**src/rtl/ltir_consts.vh**
```
// Constants for the light threshold interrupt reporting block
`ifndef LTIR_CONSTS_VH
`define LTIR_CONSTS_VH

// Width of result and limit words
`define LTIR_DATA_W 16
// Low limit top bits: position and end-of-conversion code
`define LTIR_LOW_TOP_HI 15
`define LTIR_LOW_TOP_LO 14
`define LTIR_EOC_CODE 2'h3

// Conversion mode field code for shutdown
`define LTIR_MODE_SHUTDOWN 2'h0

// Fault count field codes
`define LTIR_FC_ONE 2'h0
`define LTIR_FC_TWO 2'h1
`define LTIR_FC_FOUR 2'h2
`define LTIR_FC_EIGHT 2'h3

// Consecutive run counter and the counts each code selects
`define LTIR_RUN_W 4
`define LTIR_RUN_ZERO 4'h0
`define LTIR_RUN_ONE 4'h1
`define LTIR_RUN_TWO 4'h2
`define LTIR_RUN_FOUR 4'h4
`define LTIR_RUN_EIGHT 4'h8

// Outcome of one comparison
`define LTIR_OUT_NONE 2'h0
`define LTIR_OUT_HIGH 2'h1
`define LTIR_OUT_LOW 2'h2

// Single-bit clear and set values
`define LTIR_BIT_CLR 1'h0
`define LTIR_BIT_SET 1'h1

// Flag pair: number of sides and the index of each side
`define LTIR_NUM_SIDES 2
`define LTIR_SIDE_HIGH 0
`define LTIR_SIDE_LOW 1

`endif

```
**src/rtl/ltir_irq.v**
```verilog
// Light sensor threshold comparison and interrupt reporting logic
`timescale 1ns/1ps
`include "ltir_consts.vh"

////////////////////////////////////////////////////////////////////////////
////////////////////////////////////////////////////////////////////////////

// Limitations:
// Result and limits are compared as plain unsigned words; their
// scaled encoding is handled outside this block.
// Leaving end-of-conversion reporting with the latch field at 0 may
// keep the line active until the latch field is toggled.
// Read, write and alert arrive as one-cycle pulses from the bus engine.
// All state, the pin included, freezes while ce is low.

module ltir_irq (
    input wire clk,
    input wire rst,
    input wire ce,
    input wire conv_done,
    input wire [`LTIR_DATA_W-1:0] result,
    input wire [`LTIR_DATA_W-1:0] high_limit,
    input wire [`LTIR_DATA_W-1:0] low_limit,
    input wire latch_field,
    input wire irq_polarity_field,
    input wire [1:0] fault_count_field,
    input wire cfg_read,
    input wire cfg_write,
    input wire [1:0] cfg_wr_mode,
    input wire alert_resp,
    output reg flag_high,
    output reg flag_low,
    output reg conv_ready,
    output reg int_active,
    output reg int_o,
    output reg int_oe
);

////////////////////////////////////////////////////////////////////////////
// Comparison and fault qualification

wire [1:0] low_limit_top_bits;
wire eoc_mode;
wire [1:0] outcome;
reg [1:0] prev_outcome;
reg [`LTIR_RUN_W-1:0] run_len;
reg [`LTIR_RUN_W-1:0] next_run_len;
reg [`LTIR_RUN_W-1:0] run_needed;
wire qualified;
wire qual_high;
wire qual_low;

assign low_limit_top_bits =
    low_limit[`LTIR_LOW_TOP_HI:`LTIR_LOW_TOP_LO];
assign eoc_mode = (low_limit_top_bits == `LTIR_EOC_CODE);

// Limits compared as plain unsigned words; the host must keep
// high above low or a result between the two is reported as high only.
wire above_high;
wire below_low;

assign above_high = (result > high_limit);
assign below_low = (result < low_limit);
assign outcome = above_high ? `LTIR_OUT_HIGH :
                 below_low ? `LTIR_OUT_LOW :
                 `LTIR_OUT_NONE;

always @* begin
    case (fault_count_field)
        `LTIR_FC_ONE: run_needed = `LTIR_RUN_ONE;
        `LTIR_FC_TWO: run_needed = `LTIR_RUN_TWO;
        `LTIR_FC_FOUR: run_needed = `LTIR_RUN_FOUR;
        `LTIR_FC_EIGHT: run_needed = `LTIR_RUN_EIGHT;
        default: run_needed = `LTIR_RUN_ONE;
    endcase
end

// Run length saturates at the largest count so it never wraps
always @* begin
    next_run_len = run_len;
    if (conv_done) begin
        if (outcome == `LTIR_OUT_NONE) begin
            next_run_len = `LTIR_RUN_ZERO;
        end else if (outcome != prev_outcome) begin
            next_run_len = `LTIR_RUN_ONE;
        end else if (run_len != `LTIR_RUN_EIGHT) begin
            next_run_len = run_len + `LTIR_RUN_ONE;
        end
    end
end

// Every conversion inside a long enough run qualifies again
assign qualified = conv_done && (outcome != `LTIR_OUT_NONE) &&
                   (next_run_len >= run_needed);
assign qual_high = qualified && (outcome == `LTIR_OUT_HIGH);
assign qual_low = qualified && (outcome == `LTIR_OUT_LOW);

always @(posedge clk) begin
    if (rst) begin
        run_len <= `LTIR_RUN_ZERO;
    end else if (ce) begin
        run_len <= next_run_len;
    end
end

// Outcome is remembered only when a conversion lands
always @(posedge clk) begin
    if (rst) begin
        prev_outcome <= `LTIR_OUT_NONE;
    end else if (ce && conv_done) begin
        prev_outcome <= outcome;
    end
end

////////////////////////////////////////////////////////////////////////////
// Event decode

// Clears and sets are decoded apart; the sets are applied last so an
// event landing in the same cycle as a clear is never lost
wire cfg_run_write;
wire read_clears_flags;
wire alert_taken;
wire ready_clear;
wire int_clear;
wire int_set;
wire int_drop;
wire [`LTIR_NUM_SIDES-1:0] qual_side;
wire [`LTIR_NUM_SIDES-1:0] flag_now;
wire [`LTIR_NUM_SIDES-1:0] next_flag_vec;
wire next_int_oe;
reg next_conv_ready;
reg next_int_active;

// Shutdown writes fall through untouched
assign cfg_run_write = cfg_write &&
    (cfg_wr_mode != `LTIR_MODE_SHUTDOWN);

// Latched comparison forgets both sides on a configuration read
assign read_clears_flags = cfg_read && latch_field;

// Transparent mode does not answer the alert response at all
assign alert_taken = alert_resp && latch_field;

// Every read and every running write drop conversion ready
assign ready_clear = cfg_read || cfg_run_write;

// Transparent comparison keeps the line through configuration access;
// only end-of-conversion reporting is released by it there
assign int_clear = (cfg_read && latch_field) ||
    (cfg_read && eoc_mode) ||
    (cfg_run_write && !latch_field && eoc_mode) ||
    alert_taken;

// End-of-conversion reporting raises the line on every conversion
assign int_set = conv_done &&
    (eoc_mode || qual_high || (latch_field && qual_low));

// A transparent low run releases the line unless EOC reporting owns it
assign int_drop = conv_done && !latch_field && !eoc_mode &&
    qual_low;

////////////////////////////////////////////////////////////////////////////
// Flag pair, one slice per side: high first, then low

assign qual_side[`LTIR_SIDE_HIGH] = qual_high;
assign qual_side[`LTIR_SIDE_LOW] = qual_low;
assign flag_now[`LTIR_SIDE_HIGH] = flag_high;
assign flag_now[`LTIR_SIDE_LOW] = flag_low;

// Both flags share one rule shape, mirrored between the sides
genvar side;
generate
    for (side = 0; side < `LTIR_NUM_SIDES; side = side + 1) begin : g_side
        wire set_side;
        wire drop_side;

        // A qualified run on this side always raises its own flag
        assign set_side = conv_done && qual_side[side];

        // In transparent mode a run on the other side takes it down
        assign drop_side = conv_done && !latch_field &&
            qual_side[`LTIR_NUM_SIDES-1-side];

        // Set wins over a read clear of the same cycle
        assign next_flag_vec[side] =
            set_side ? `LTIR_BIT_SET :
            (drop_side || read_clears_flags) ? `LTIR_BIT_CLR :
            flag_now[side];
    end
endgenerate

////////////////////////////////////////////////////////////////////////////
// Conversion ready and logical interrupt state

// Ready is set by every conversion and dropped by reads and running writes
always @* begin
    next_conv_ready = conv_ready;
    if (ready_clear) begin
        next_conv_ready = `LTIR_BIT_CLR;
    end
    if (conv_done) begin
        next_conv_ready = `LTIR_BIT_SET;
    end
end

// Clears first, then the conversion decides
always @* begin
    next_int_active = int_active;
    if (int_clear) begin
        next_int_active = `LTIR_BIT_CLR;
    end
    if (int_set) begin
        next_int_active = `LTIR_BIT_SET;
    end else if (int_drop) begin
        next_int_active = `LTIR_BIT_CLR;
    end
end

// Polarity is applied to the next state, so a polarity change alone
// reaches the pin at the next enabled clock
assign next_int_oe = next_int_active ^ irq_polarity_field;

////////////////////////////////////////////////////////////////////////////
// Reporting registers

// Flags keep their value through every non-qualified conversion
always @(posedge clk) begin
    if (rst) begin
        flag_high <= `LTIR_BIT_CLR;
    end else if (ce) begin
        flag_high <= next_flag_vec[`LTIR_SIDE_HIGH];
    end
end

always @(posedge clk) begin
    if (rst) begin
        flag_low <= `LTIR_BIT_CLR;
    end else if (ce) begin
        flag_low <= next_flag_vec[`LTIR_SIDE_LOW];
    end
end

// Ready reads back 1 once after a conversion, then 0
always @(posedge clk) begin
    if (rst) begin
        conv_ready <= `LTIR_BIT_CLR;
    end else if (ce) begin
        conv_ready <= next_conv_ready;
    end
end

// Logical state kept apart from the pin so polarity never touches it
always @(posedge clk) begin
    if (rst) begin
        int_active <= `LTIR_BIT_CLR;
    end else if (ce) begin
        int_active <= next_int_active;
    end
end

////////////////////////////////////////////////////////////////////////////
// Open-drain pin

// The data bit is always low; only the enable moves, so the line is
// either pulled low here or left to the external pull-up
always @(posedge clk) begin
    if (rst) begin
        int_o <= `LTIR_BIT_CLR;
    end else if (ce) begin
        int_o <= `LTIR_BIT_CLR;
    end
end

// Reset releases the line whatever the polarity setting
always @(posedge clk) begin
    if (rst) begin
        int_oe <= `LTIR_BIT_CLR;
    end else if (ce) begin
        int_oe <= next_int_oe;
    end
end

endmodule // ltir_irq

```
**config.mk**
```make
export PLATFORM = sky130hd
export DESIGN_NAME = ltir_irq
export DESIGN_NICKNAME = d
export VERILOG_FILES = /design/src/rtl/ltir_irq.v
export VERILOG_INCLUDE_DIRS = /design/src /design/src/rtl
export SDC_FILE = /design/constraint.sdc
export NUM_CORES = 1
export LEC_CHECK = 0
export ABC_AREA = 1
export BUFFER_PORTS_ARGS = -buffer_cell sky130_fd_sc_hd__buf_2
export CAP_MARGIN = 10
export CORE_ASPECT_RATIO = 1.4
export CORE_MARGIN = 2
export CORE_UTILIZATION = 40
export DETAILED_ROUTE_END_ITERATION = 10
export MAX_ROUTING_LAYER = met4
export PLACE_DENSITY = 0.79
export RECOVER_POWER = 50
export SLEW_MARGIN = 5
export SYNTH_ARGS = -nofsm -noshare
export SYNTH_HDL_FRONTEND = slang
export SYNTH_SLANG_ARGS = --single-unit
```
**constraint.sdc**
```tcl
create_clock -name clk -period 3.5 [get_ports clk]
set_input_delay 0.175 -clock clk [delete_from_list [all_inputs] [get_ports clk]]
set_output_delay 0.175 -clock clk [all_outputs]
set_load 0.01 [all_outputs]
```
## Word-level counts from Yosys, hierarchy flattened

Index checks and enable logic that the tools add are counted.

| storage, ports and cells | value |
|---|---|
| flip-flop bits (word level) | 11 |

| cells by class | value |
|---|---|
| add/sub/neg operators | 1 |
| magnitude comparators | 3 |
| eq/ne operators | 8 |
| mux-type cells | 16 |
| bitwise operators | 1 |
| reduce and logical (&&, ||, !) cells | 40 |

Operators by type and width:

| cell | count |
|---|---|
| 1-bit logical AND | 20 |
| 16-bit greater-than comparator | 1 |
| 16-bit less-than comparator | 1 |
| 4-bit two-way mux | 4 |
| 4-bit one-hot mux with 4 select lines | 1 |
| 2-bit nonzero test | 5 |
| 1-bit two-way mux | 9 |
| 2-bit == test, second input constant | 4 |
| 1-bit logical OR | 8 |
| 2-bit AND reduction | 3 |
| 4-bit by 1-bit adder with 4-bit output, second input constant | 1 |
| 2-bit by 1-bit == test with 1-bit output, second input constant | 2 |
| 4-bit greater-or-equal comparator | 1 |
| 2-bit zero test | 2 |
| 2-bit two-way mux | 2 |
| 4-bit != test, second input constant | 1 |
| 1-bit zero test | 2 |
| 2-bit != test | 1 |
| 1-bit bitwise XOR | 1 |

## Depth between registers and ports, before layout

Gate-level depths: netlist of the first run.

| logic depth | value |
|---|---|
| depth in word-level cells | 15 |
| mapped depth | 31 |

## Least setup slack after synthesis of the first run

OpenSTA, ideal clock, no wires.

| path | value |
|---|---|
| path kind | in2reg |
| from | input high_limit[7] |
| to | register int_oe |
| setup time | 0.109 ns |
| arrival | 2.763 ns |
| data required time | 3.391 ns |
| path slack | 0.628 ns |
| stages on the path | 24 |
| path buffers | 0 |
| cells stage by stage | inv_1 -> ha_1 -> a21o_1 -> nor2_1 -> nand2_1 -> nand2_1 -> nand2_1 -> nand2_4 -> nand2_2 -> or2_4 -> nand3_4 -> nor3_2 -> a21o_1 -> ha_1 -> a21oi_1 -> nand3_1 -> nand4_1 -> nor2_1 -> o21bai_1 -> nand2_1 -> nand2_1 -> nand3_1 -> nand2_1 -> inv_1 |

| between the ends | value |
|---|---|
| cells in the longest elaborated chain, start to end | 14 |

Ends and longest elaborated chain:

| element | RTL line | source |
|---|---|---|
| start: declaration | ltir_irq.v:22 | `` input wire [`LTIR_DATA_W-1:0] high_limit, `` |
| 16-bit greater-than comparator (*) | ltir_irq.v:62 | `assign above_high = (result > high_limit);` |
| 2-bit two-way mux (no line) (*) | n/a |  |
| 2-bit != test | ltir_irq.v:84 | `end else if (outcome != prev_outcome) begin` |
| 4-bit two-way mux | ltir_irq.v:84 |  |
| 4-bit two-way mux (*) | ltir_irq.v:82 | `` if (outcome == `LTIR_OUT_NONE) begin `` |
| 4-bit two-way mux (*) | ltir_irq.v:81 | `if (conv_done) begin` |
| via next_run_len[3] | ltir_irq.v:47 | `` reg [`LTIR_RUN_W-1:0] next_run_len; `` |
| 4-bit greater-or-equal comparator (*) | ltir_irq.v:94 | `(next_run_len >= run_needed);` |
| 1-bit logical AND (*) | ltir_irq.v:93 | `` assign qualified = conv_done && (outcome != `LTIR_OUT_NONE) && `` |
| 1-bit logical AND (on tied branches) | ltir_irq.v:95, ltir_irq.v:96 |  |
| 1-bit logical OR or 1-bit logical AND (tied branches) | ltir_irq.v:156 | `(eoc_mode \|\| qual_high \|\| (latch_field && qual_low));` |
| 1-bit logical OR | ltir_irq.v:156 |  |
| 1-bit logical AND | ltir_irq.v:155 | `assign int_set = conv_done &&` |
| 1-bit two-way mux (*) | ltir_irq.v:212 | `if (int_set) begin` |
| 1-bit bitwise XOR (*) | ltir_irq.v:221 | `assign next_int_oe = next_int_active ^ irq_polarity_field;` |
| end signal: assignment | ltir_irq.v:277 | `` int_oe <= `LTIR_BIT_CLR; `` |
| end signal: assignment | ltir_irq.v:279 | `int_oe <= next_int_oe;` |
| end: declaration | ltir_irq.v:36 | `output reg int_oe` |

Mark *: on every way through the listed nets, which the timed path passes. The rest lies on a longest branch.
A chain may end at the register's enable or synchronous reset.

## Worst setup path in the final report of the first run

| path | value |
|---|---|
| from | input result[5] |
| to | register int_oe |

| between the ends | value |
|---|---|
| cells in the longest elaborated chain, start to end | 15 |

Ends and longest elaborated chain:

| element | RTL line | source |
|---|---|---|
| start: declaration | ltir_irq.v:21 | `` input wire [`LTIR_DATA_W-1:0] result, `` |
| 16-bit less-than comparator | ltir_irq.v:63 | `assign below_low = (result < low_limit);` |
| 2-bit two-way mux (no line) | n/a |  |
| 2-bit two-way mux (no line) (*) | n/a |  |
| 2-bit != test | ltir_irq.v:84 |  |
| 4-bit two-way mux | ltir_irq.v:84 |  |
| 4-bit two-way mux (*) | ltir_irq.v:82 |  |
| 4-bit two-way mux (*) | ltir_irq.v:81 |  |
| via next_run_len[3] | ltir_irq.v:47 |  |
| 4-bit greater-or-equal comparator (*) | ltir_irq.v:94 |  |
| 1-bit logical AND (*) | ltir_irq.v:93 |  |
| 1-bit logical AND (on tied branches) | ltir_irq.v:95, ltir_irq.v:96 |  |
| 1-bit logical OR or 1-bit logical AND (tied branches) | ltir_irq.v:156 |  |
| 1-bit logical OR | ltir_irq.v:156 |  |
| 1-bit logical AND | ltir_irq.v:155 |  |
| 1-bit two-way mux (*) | ltir_irq.v:212 |  |
| 1-bit bitwise XOR (*) | ltir_irq.v:221 |  |

Marks and branches as above.

==> results.md, run 1 <==
* Synth Flop Type: dfxtp_1
* GRT overflow at 0
* Antenna Nets Post-Route at 0
* Core area at between 4000 and 5000 sq um
* Hold Path Cell Cnt at 2
* N_diodes at 0
* Cells after synthesis at 263
* Commonest non-fill, non-tap cells in the layout: 61 x nand2_1, 60 x buf_2, 51 x inv_1, 37 x ha_1, 26 x a21oi_1
* R2R Setup Slk at approximately 0.83 ns
* Setup tns final at 0 ns
* Drt wl/cell at between 9 and 10 um
* Post_cts resized at 0
* Worst slack, placed at between 0.2 and 0.25 ns
* Root Buffer: clkbuf_8
* Routability cong. at between 1 and 1.5
* Initial DRC Count at 33
* Synth warnings at 0
* Clock latency on the worst-skew pair at 0.23 ns
* CTS tree: yes
* CTS buffer count at 3
* Part of the power in registers at about 29%
* Multi-input logic area at 1270 sq um
* Fmax at around 0.33 GHz
* Hold path startpoint: rst
* Number of I/O port buffers at 65
* Critical Path Fanout Max at 4
* Buffers plus inverters on the worst setup path at 2
* Max incr delay on CP at approximately 0.32 ns
* Hold crit path type: input pin to register
* Die Ht at 81.7 um
* Drt total wl at 3.71 mm
* Setup Viol. Count Final at 0
* Clk sink count at 11
* Top Ports at 67
* Most used cell, CP: nand2_1
* Largest delay contributor family on the critical path: simple AND/OR/NAND/NOR gates
* Max-cap check violation count at 0
* Unrepaired setup endpoints after global routing: false
* Total GRT Usage at around 16%
* Netlist Area Pre-Place at roughly 1700 sq um
* Design area at roughly 2100 sq um
* Power Internal at between 0.3 and 0.4 mW
* Status: finished, final reports clean
* Placed cell area at approximately 2100 sq um
* Worst r2r src: run_len[0]
* Fillers at 428
* Slowest-stage cell, CP: ha_1
* Rows at 28
* Commonest non-fill, non-tap cell in the layout: nand2_1
* Pins over their slew limit at 0
* End of the worst register-to-register path: int_oe
* Seq/Total Area, Yosys at approximately an eighth
* Setup Skew at between 0.0006 and 0.0007 ns
* First-pass GRT wire length at approximately 6.3 mm
* Vias at between 1500 and 2000
* Pre-antenna DRT Iters at 4
* Seq cells post-synth at 11
* DR vias/cell at just under 5
* Die area at approximately 4900 sq um
* Longest Clk Path Bufs at 2
* Largest net degree at the start of global routing at 11
* CP cell instances: buf_2, ha_1, a21oi_1, nor2_1, nor3_1, nand2_1, a21oi_2, nand2_1, or2_4, nand3_4, nor3_2, a21o_1, ha_1, a21oi_1, nand3_1, nand4_1, nor2_1, o21bai_1, nand2_1, nand2_1, nand3_1, nand2_1, inv_1
* Clock power share at 27.2%
* Post-CTS Setup Inserts at 0
* Synth Net Count at around 360
* Design Power at 0.471 mW
* DPL Wire Length at ~3.4 mm
* Critical Path RT at about 3.6 ns
* Initial Util at 41.4%
* NetSw at roughly 0.17 mW
* Htree depth at 1
* Worst vdd ir at between 200 and 300 uV
* Startpoint Class: input pin
* Clock transition at the registers of the reported paths at 0.05 ns
* Nets at approximately 430
* # DRC at 0
* Initial antenna violation count at 0
* Hold endpoint: run_len[0]
* Final period util at about 87%
* Post-synth EDFFs at 0
* Switching share of total power at 35.9%
* Share of layout cells above drive strength 1 at a little over a quarter
* Die Width at between 50 and 60 um
* Hold-fix buffers, CTS at 0
* Synth async-reset ratio at 0%
* Register area at about 220 sq um
* Fin. Hold Viols at 0
* Yosys cell types at 37
* Average cell area after synthesis at about 6.6 sq um
* Crit end category: register
* LEAKAGE at ~1.2 nW
* Layout area overhead at 23.1%
* Number of global-route vias before repair at about 1700
* Tmin final at ~3.0 ns
* WP data arrival at around 3.2 ns
* Pwr Density at 222 nW/um^2
* Setup CP Type: input pin to register
* R2r worst-path depth at 19
* Power share of the combinational group at 43.9%
* Worst Slack Setup Final at between 0.4 and 0.5 ns
## state kept, by name (all words and copies together), names as in the netlist
register / cells
conv_ready: 1
flag_high: 1
flag_low: 1
int_active: 1
int_oe: 1
prev_outcome: 2
run_len: 4
## synthesized netlist by cell type, drive strengths merged (2+ instances only)
master	count	area [sq um]
a21o	2	15.0
a21oi	29	156
buf	3	16.3
dfxtp	11	220
ha	37	463
inv	56	210
nand2	66	268
nand3	7	47.6
nand4	7	50.1
nor2	15	76.3
nor3	4	30.0
o21ai	10	50.0
o21bai	2	15.0
or2	4	27.5
xor2	2	25.0
## layer usage
layer	part of all wire (%)	routed length, um	up-vias	GRT usage, %
met5	0	0	-	-
li1	-	-	972	-
met2	56	2070	38	34.0
met4	0.38	14	0	3.41
met1	40	1490	801	15.7
met3	3.7	137	2	1.42
## logic make-up after synthesis
kind of cell	after synthesis	share of synthesized area, %
XOR/XNOR	2	1.45
buffers and inverters	61	13.6
other	1	0.217
adder cells (fa/ha/maj)	37	26.9
flip-flops	11	12.8
AND/OR/NAND/NOR	104	29.4
AO/OA/AOI/OAI	47	15.7
## worst max path at each step
stage	from	end	cells after the start
CTS	result[5]	int_oe	24
finish	result[5]	int_oe	23
detailed placement	result[5]	int_oe	23
floorplan	high_limit[7]	int_oe	24
global placement	result[5]	int_oe	23
global route	result[1]	int_oe	28
## cell type report
type                            instances  share of cell area [%]
Multi-Input combinational cell        191                    59.7
Timing Repair Buffer                   65                    15.0
Sequential cell                        11                    10.4
Inverter                               57                    10.1
Tap cell                               45                    2.65
Clock buffer                            4                    2.12
## worst register-to-register path, cell delays in order (launching register included)
cell      delay [ns]
dfxtp_1         0.42
inv_1           0.09
ha_1            0.22
nand2_1         0.08
nand2_1         0.05
nand2_1         0.04
o21ai_0         0.10
nor3_2          0.21
o21bai_1        0.15
ha_1            0.26
o211ai_1        0.10
nand3_1         0.15
nand4_1         0.18
nor2_1          0.06
o21bai_1        0.17
nand2_1         0.09
nand2_1         0.06
nand3_1         0.06
nand2_1         0.06
inv_1           0.03
## power by group through the flow
stage / registers (mW) / logic, mW / clock network, mW
2_1_floorplan: 0.139 / 0.141 / 0
3_3_place_gp: 0.138 / 0.204 / 0
3_5_place_dp: 0.138 / 0.210 / 0
4_1_cts: 0.136 / 0.211 / 0.132
5_1_grt: 0.137 / 0.239 / 0.140
6_report: 0.136 / 0.207 / 0.128
## metrics by stage
stage / std cells / util, % / hold slack, ns
detailed placement: 369 / 50.0 / 0.463
global route: 373 / 50.9 / 0.256
floorplan: 263 / - / 0.404
finish: 373 / 50.9 / 0.245
global placement: 369 / 50.0 / 0.451
CTS: 373 / 51.1 / 0.238
No activity file was read; power rests on OpenSTA's default activity.
==> run 2: changes to the inputs <==
RECOVER_POWER = 25   (was 50)
==> results.md, run 2 (synthesis results as in run 1) <==
* Status: finished, final reports clean
* Largest regs: run_len: 4 flops, prev_outcome: 2 flops
* Post_cts resized at 0 (unchanged)
* Fmax at 0.329 GHz (+0.16%)
* Commonest non-fill, non-tap cells in the layout: 62 x buf_2, 60 x nand2_1, 51 x inv_1, 37 x ha_1, 26 x a21oi_1
* Critical Path Fanout Max at 4 (unchanged)
* Crit end category: register
* # DRC at 0 (unchanged)
* Setup tns final at 0 ns (unchanged)
* Clk sink count at 11 (unchanged)
* Htree depth at 1 (unchanged)
* Clock transition at the registers of the reported paths at 0.05 ns (about the same)
* Fin. Hold Viols at 0 (unchanged)
* Startpoint Class: input pin
* Commonest non-fill, non-tap cell in the layout: buf_2
* Placed insts at 369 (unchanged)
* GRT overflow at 0 (unchanged)
* Antenna Nets Post-Route at 0 (unchanged)
* Unrepaired setup endpoints after global routing: false
* CTS tree: yes
* LEAKAGE at 1.25 nW (+0.72%)
* Design area at 2130 sq um (+0.24%)
* Pins over their slew limit at 0 (unchanged)
* Core area at 4170 sq um (unchanged)
* Die area at 4860 sq um (unchanged)
* Worst Slack Setup Final at 0.457 ns (+0.00474 ns)
* DR vias/cell at 4.84 (-0.50%)
* Initial Util at 41.4% (unchanged)
* Hold crit path type: input pin to register
* Max-cap check violation count at 0 (unchanged)
* Max reg flops at 4 (unchanged)
* Vias at 1804 (-0.50%)
* R2R Setup Slk at 0.83 ns (about the same)
* Die Width at 59.5 um (unchanged)
* Die Ht at 81.7 um (unchanged)
* Setup CP Type: input pin to register
* Largest net degree at the start of global routing at 11 (unchanged)
* Routability cong. at 1.00 (unchanged)
* First-pass GRT wire length at 6.31 mm (unchanged)
* Top Ports at 67 (unchanged)
* Rows at 28 (unchanged)
* Non-Filler Instances at 373 (unchanged)
* Tmin final at 3.04 ns (-0.00474 ns)
* Setup Skew at 0.000723 ns (+0.0000844 ns)
* Layout area overhead at 23.4%
* Clock latency on the worst-skew pair at 0.23 ns (about the same)
* Nets at 427 (unchanged)
* Share of layout cells above drive strength 1 at 28.4% (+0.91 points)
* Longest Clk Path Bufs at 2 (unchanged)
* Worst vdd ir at 293 uV (+0.13%)
* Number of global-route vias before repair at 1728 (unchanged)
* Fillers at 426 (-0.47%)
* Number of I/O port buffers at 65 (unchanged)
* Drt wl/cell at 9.97 um (+0.30%)
* Design Power at 0.473 mW (+0.29%)
* Pre-antenna DRT Iters at 4 (unchanged)
* WP data arrival at 3.18 ns (about the same)
* Reg with most FFs: run_len
* Worst slack, placed at 0.222 ns (unchanged)
* Critical Path RT at 3.64 ns (about the same)
* DPL Wire Length at 3.37 mm (unchanged)
* Final Util at 51.0% (+0.12 points)
* Initial antenna violation count at 0 (unchanged)
* Root Buffer: clkbuf_8
* CTS buffer count at 3 (unchanged)
* Setup Viol. Count Final at 0 (unchanged)
* Final period util at 86.9% (-0.14 points)
* Initial DRC Count at 34 (+3.0%)
* Drt total wl at 3.72 mm (+0.30%)
* N_diodes at 0 (unchanged)
* Placed cell area at 2090 sq um (unchanged)
* Post-CTS Setup Inserts at 0 (unchanged)
* Hold-fix buffers, CTS at 0 (unchanged)
* Pwr Density at 222 nW/um^2 (about the same)
* Total GRT Usage at 16.4% (unchanged)
* Hold_ws at 0.247 ns (+0.00151 ns)
-- run 2: cell type report --
type                       instances  area [sq um]  share of cell area, %
inverter                          57           214                   10.1
tap                               45          56.3                   2.65
multi-input combinational        191          1270                   59.7
timing repair buffer              65           322                   15.1
clock buffer                       4          45.0                   2.12
sequential                        11           220                   10.4
-- run 2: where the power goes --
| group | switching (mW) | total (mW) | internal (mW) |
|---|---|---|---|
| registers | 0.00446 | 0.136 | 0.131 |
| logic | 0.117 | 0.208 | 0.0913 |
| clock network | 0.0483 | 0.128 | 0.0801 |
| total | 0.170 | 0.473 | 0.303 |
-- run 2: worst paths after layout --
| path | cells past startpoint | to | startpoint |
|---|---|---|---|
| hold / removal | 2 | run_len[0] | rst |
| setup reg to reg | 19 | int_oe | run_len[0] |
| setup / recovery | 23 | int_oe | result[5] |
| hold reg to reg | 2 | flag_low | flag_low |
-- run 2: critical path: stages --
cell and delay (ns):
buf_2 0.11, ha_1 0.30, a21oi_1 0.13, nor2_1 0.05
nor3_1 0.13, nand2_1 0.13, a21oi_2 0.20, nand2_2 0.08
or2_4 0.24, nand3_4 0.09, nor3_2 0.05, a21o_1 0.16
ha_1 0.32, a21oi_1 0.15, nand3_1 0.14, nand4_1 0.18
nor2_1 0.06, o21bai_1 0.17, nand2_1 0.09, nand2_1 0.06
nand3_1 0.06, nand2_1 0.06, inv_1 0.03
-- run 2: metal layers --
layer  vias to the layer above  global-route usage (%)  wire (um)
met5                         -                       -          0
met3                         2                    1.42        105
met4                         0                    3.41         14
met1                       800                    15.7       1520
met2                        30                    34.0       2080
li1                        972                       -          -
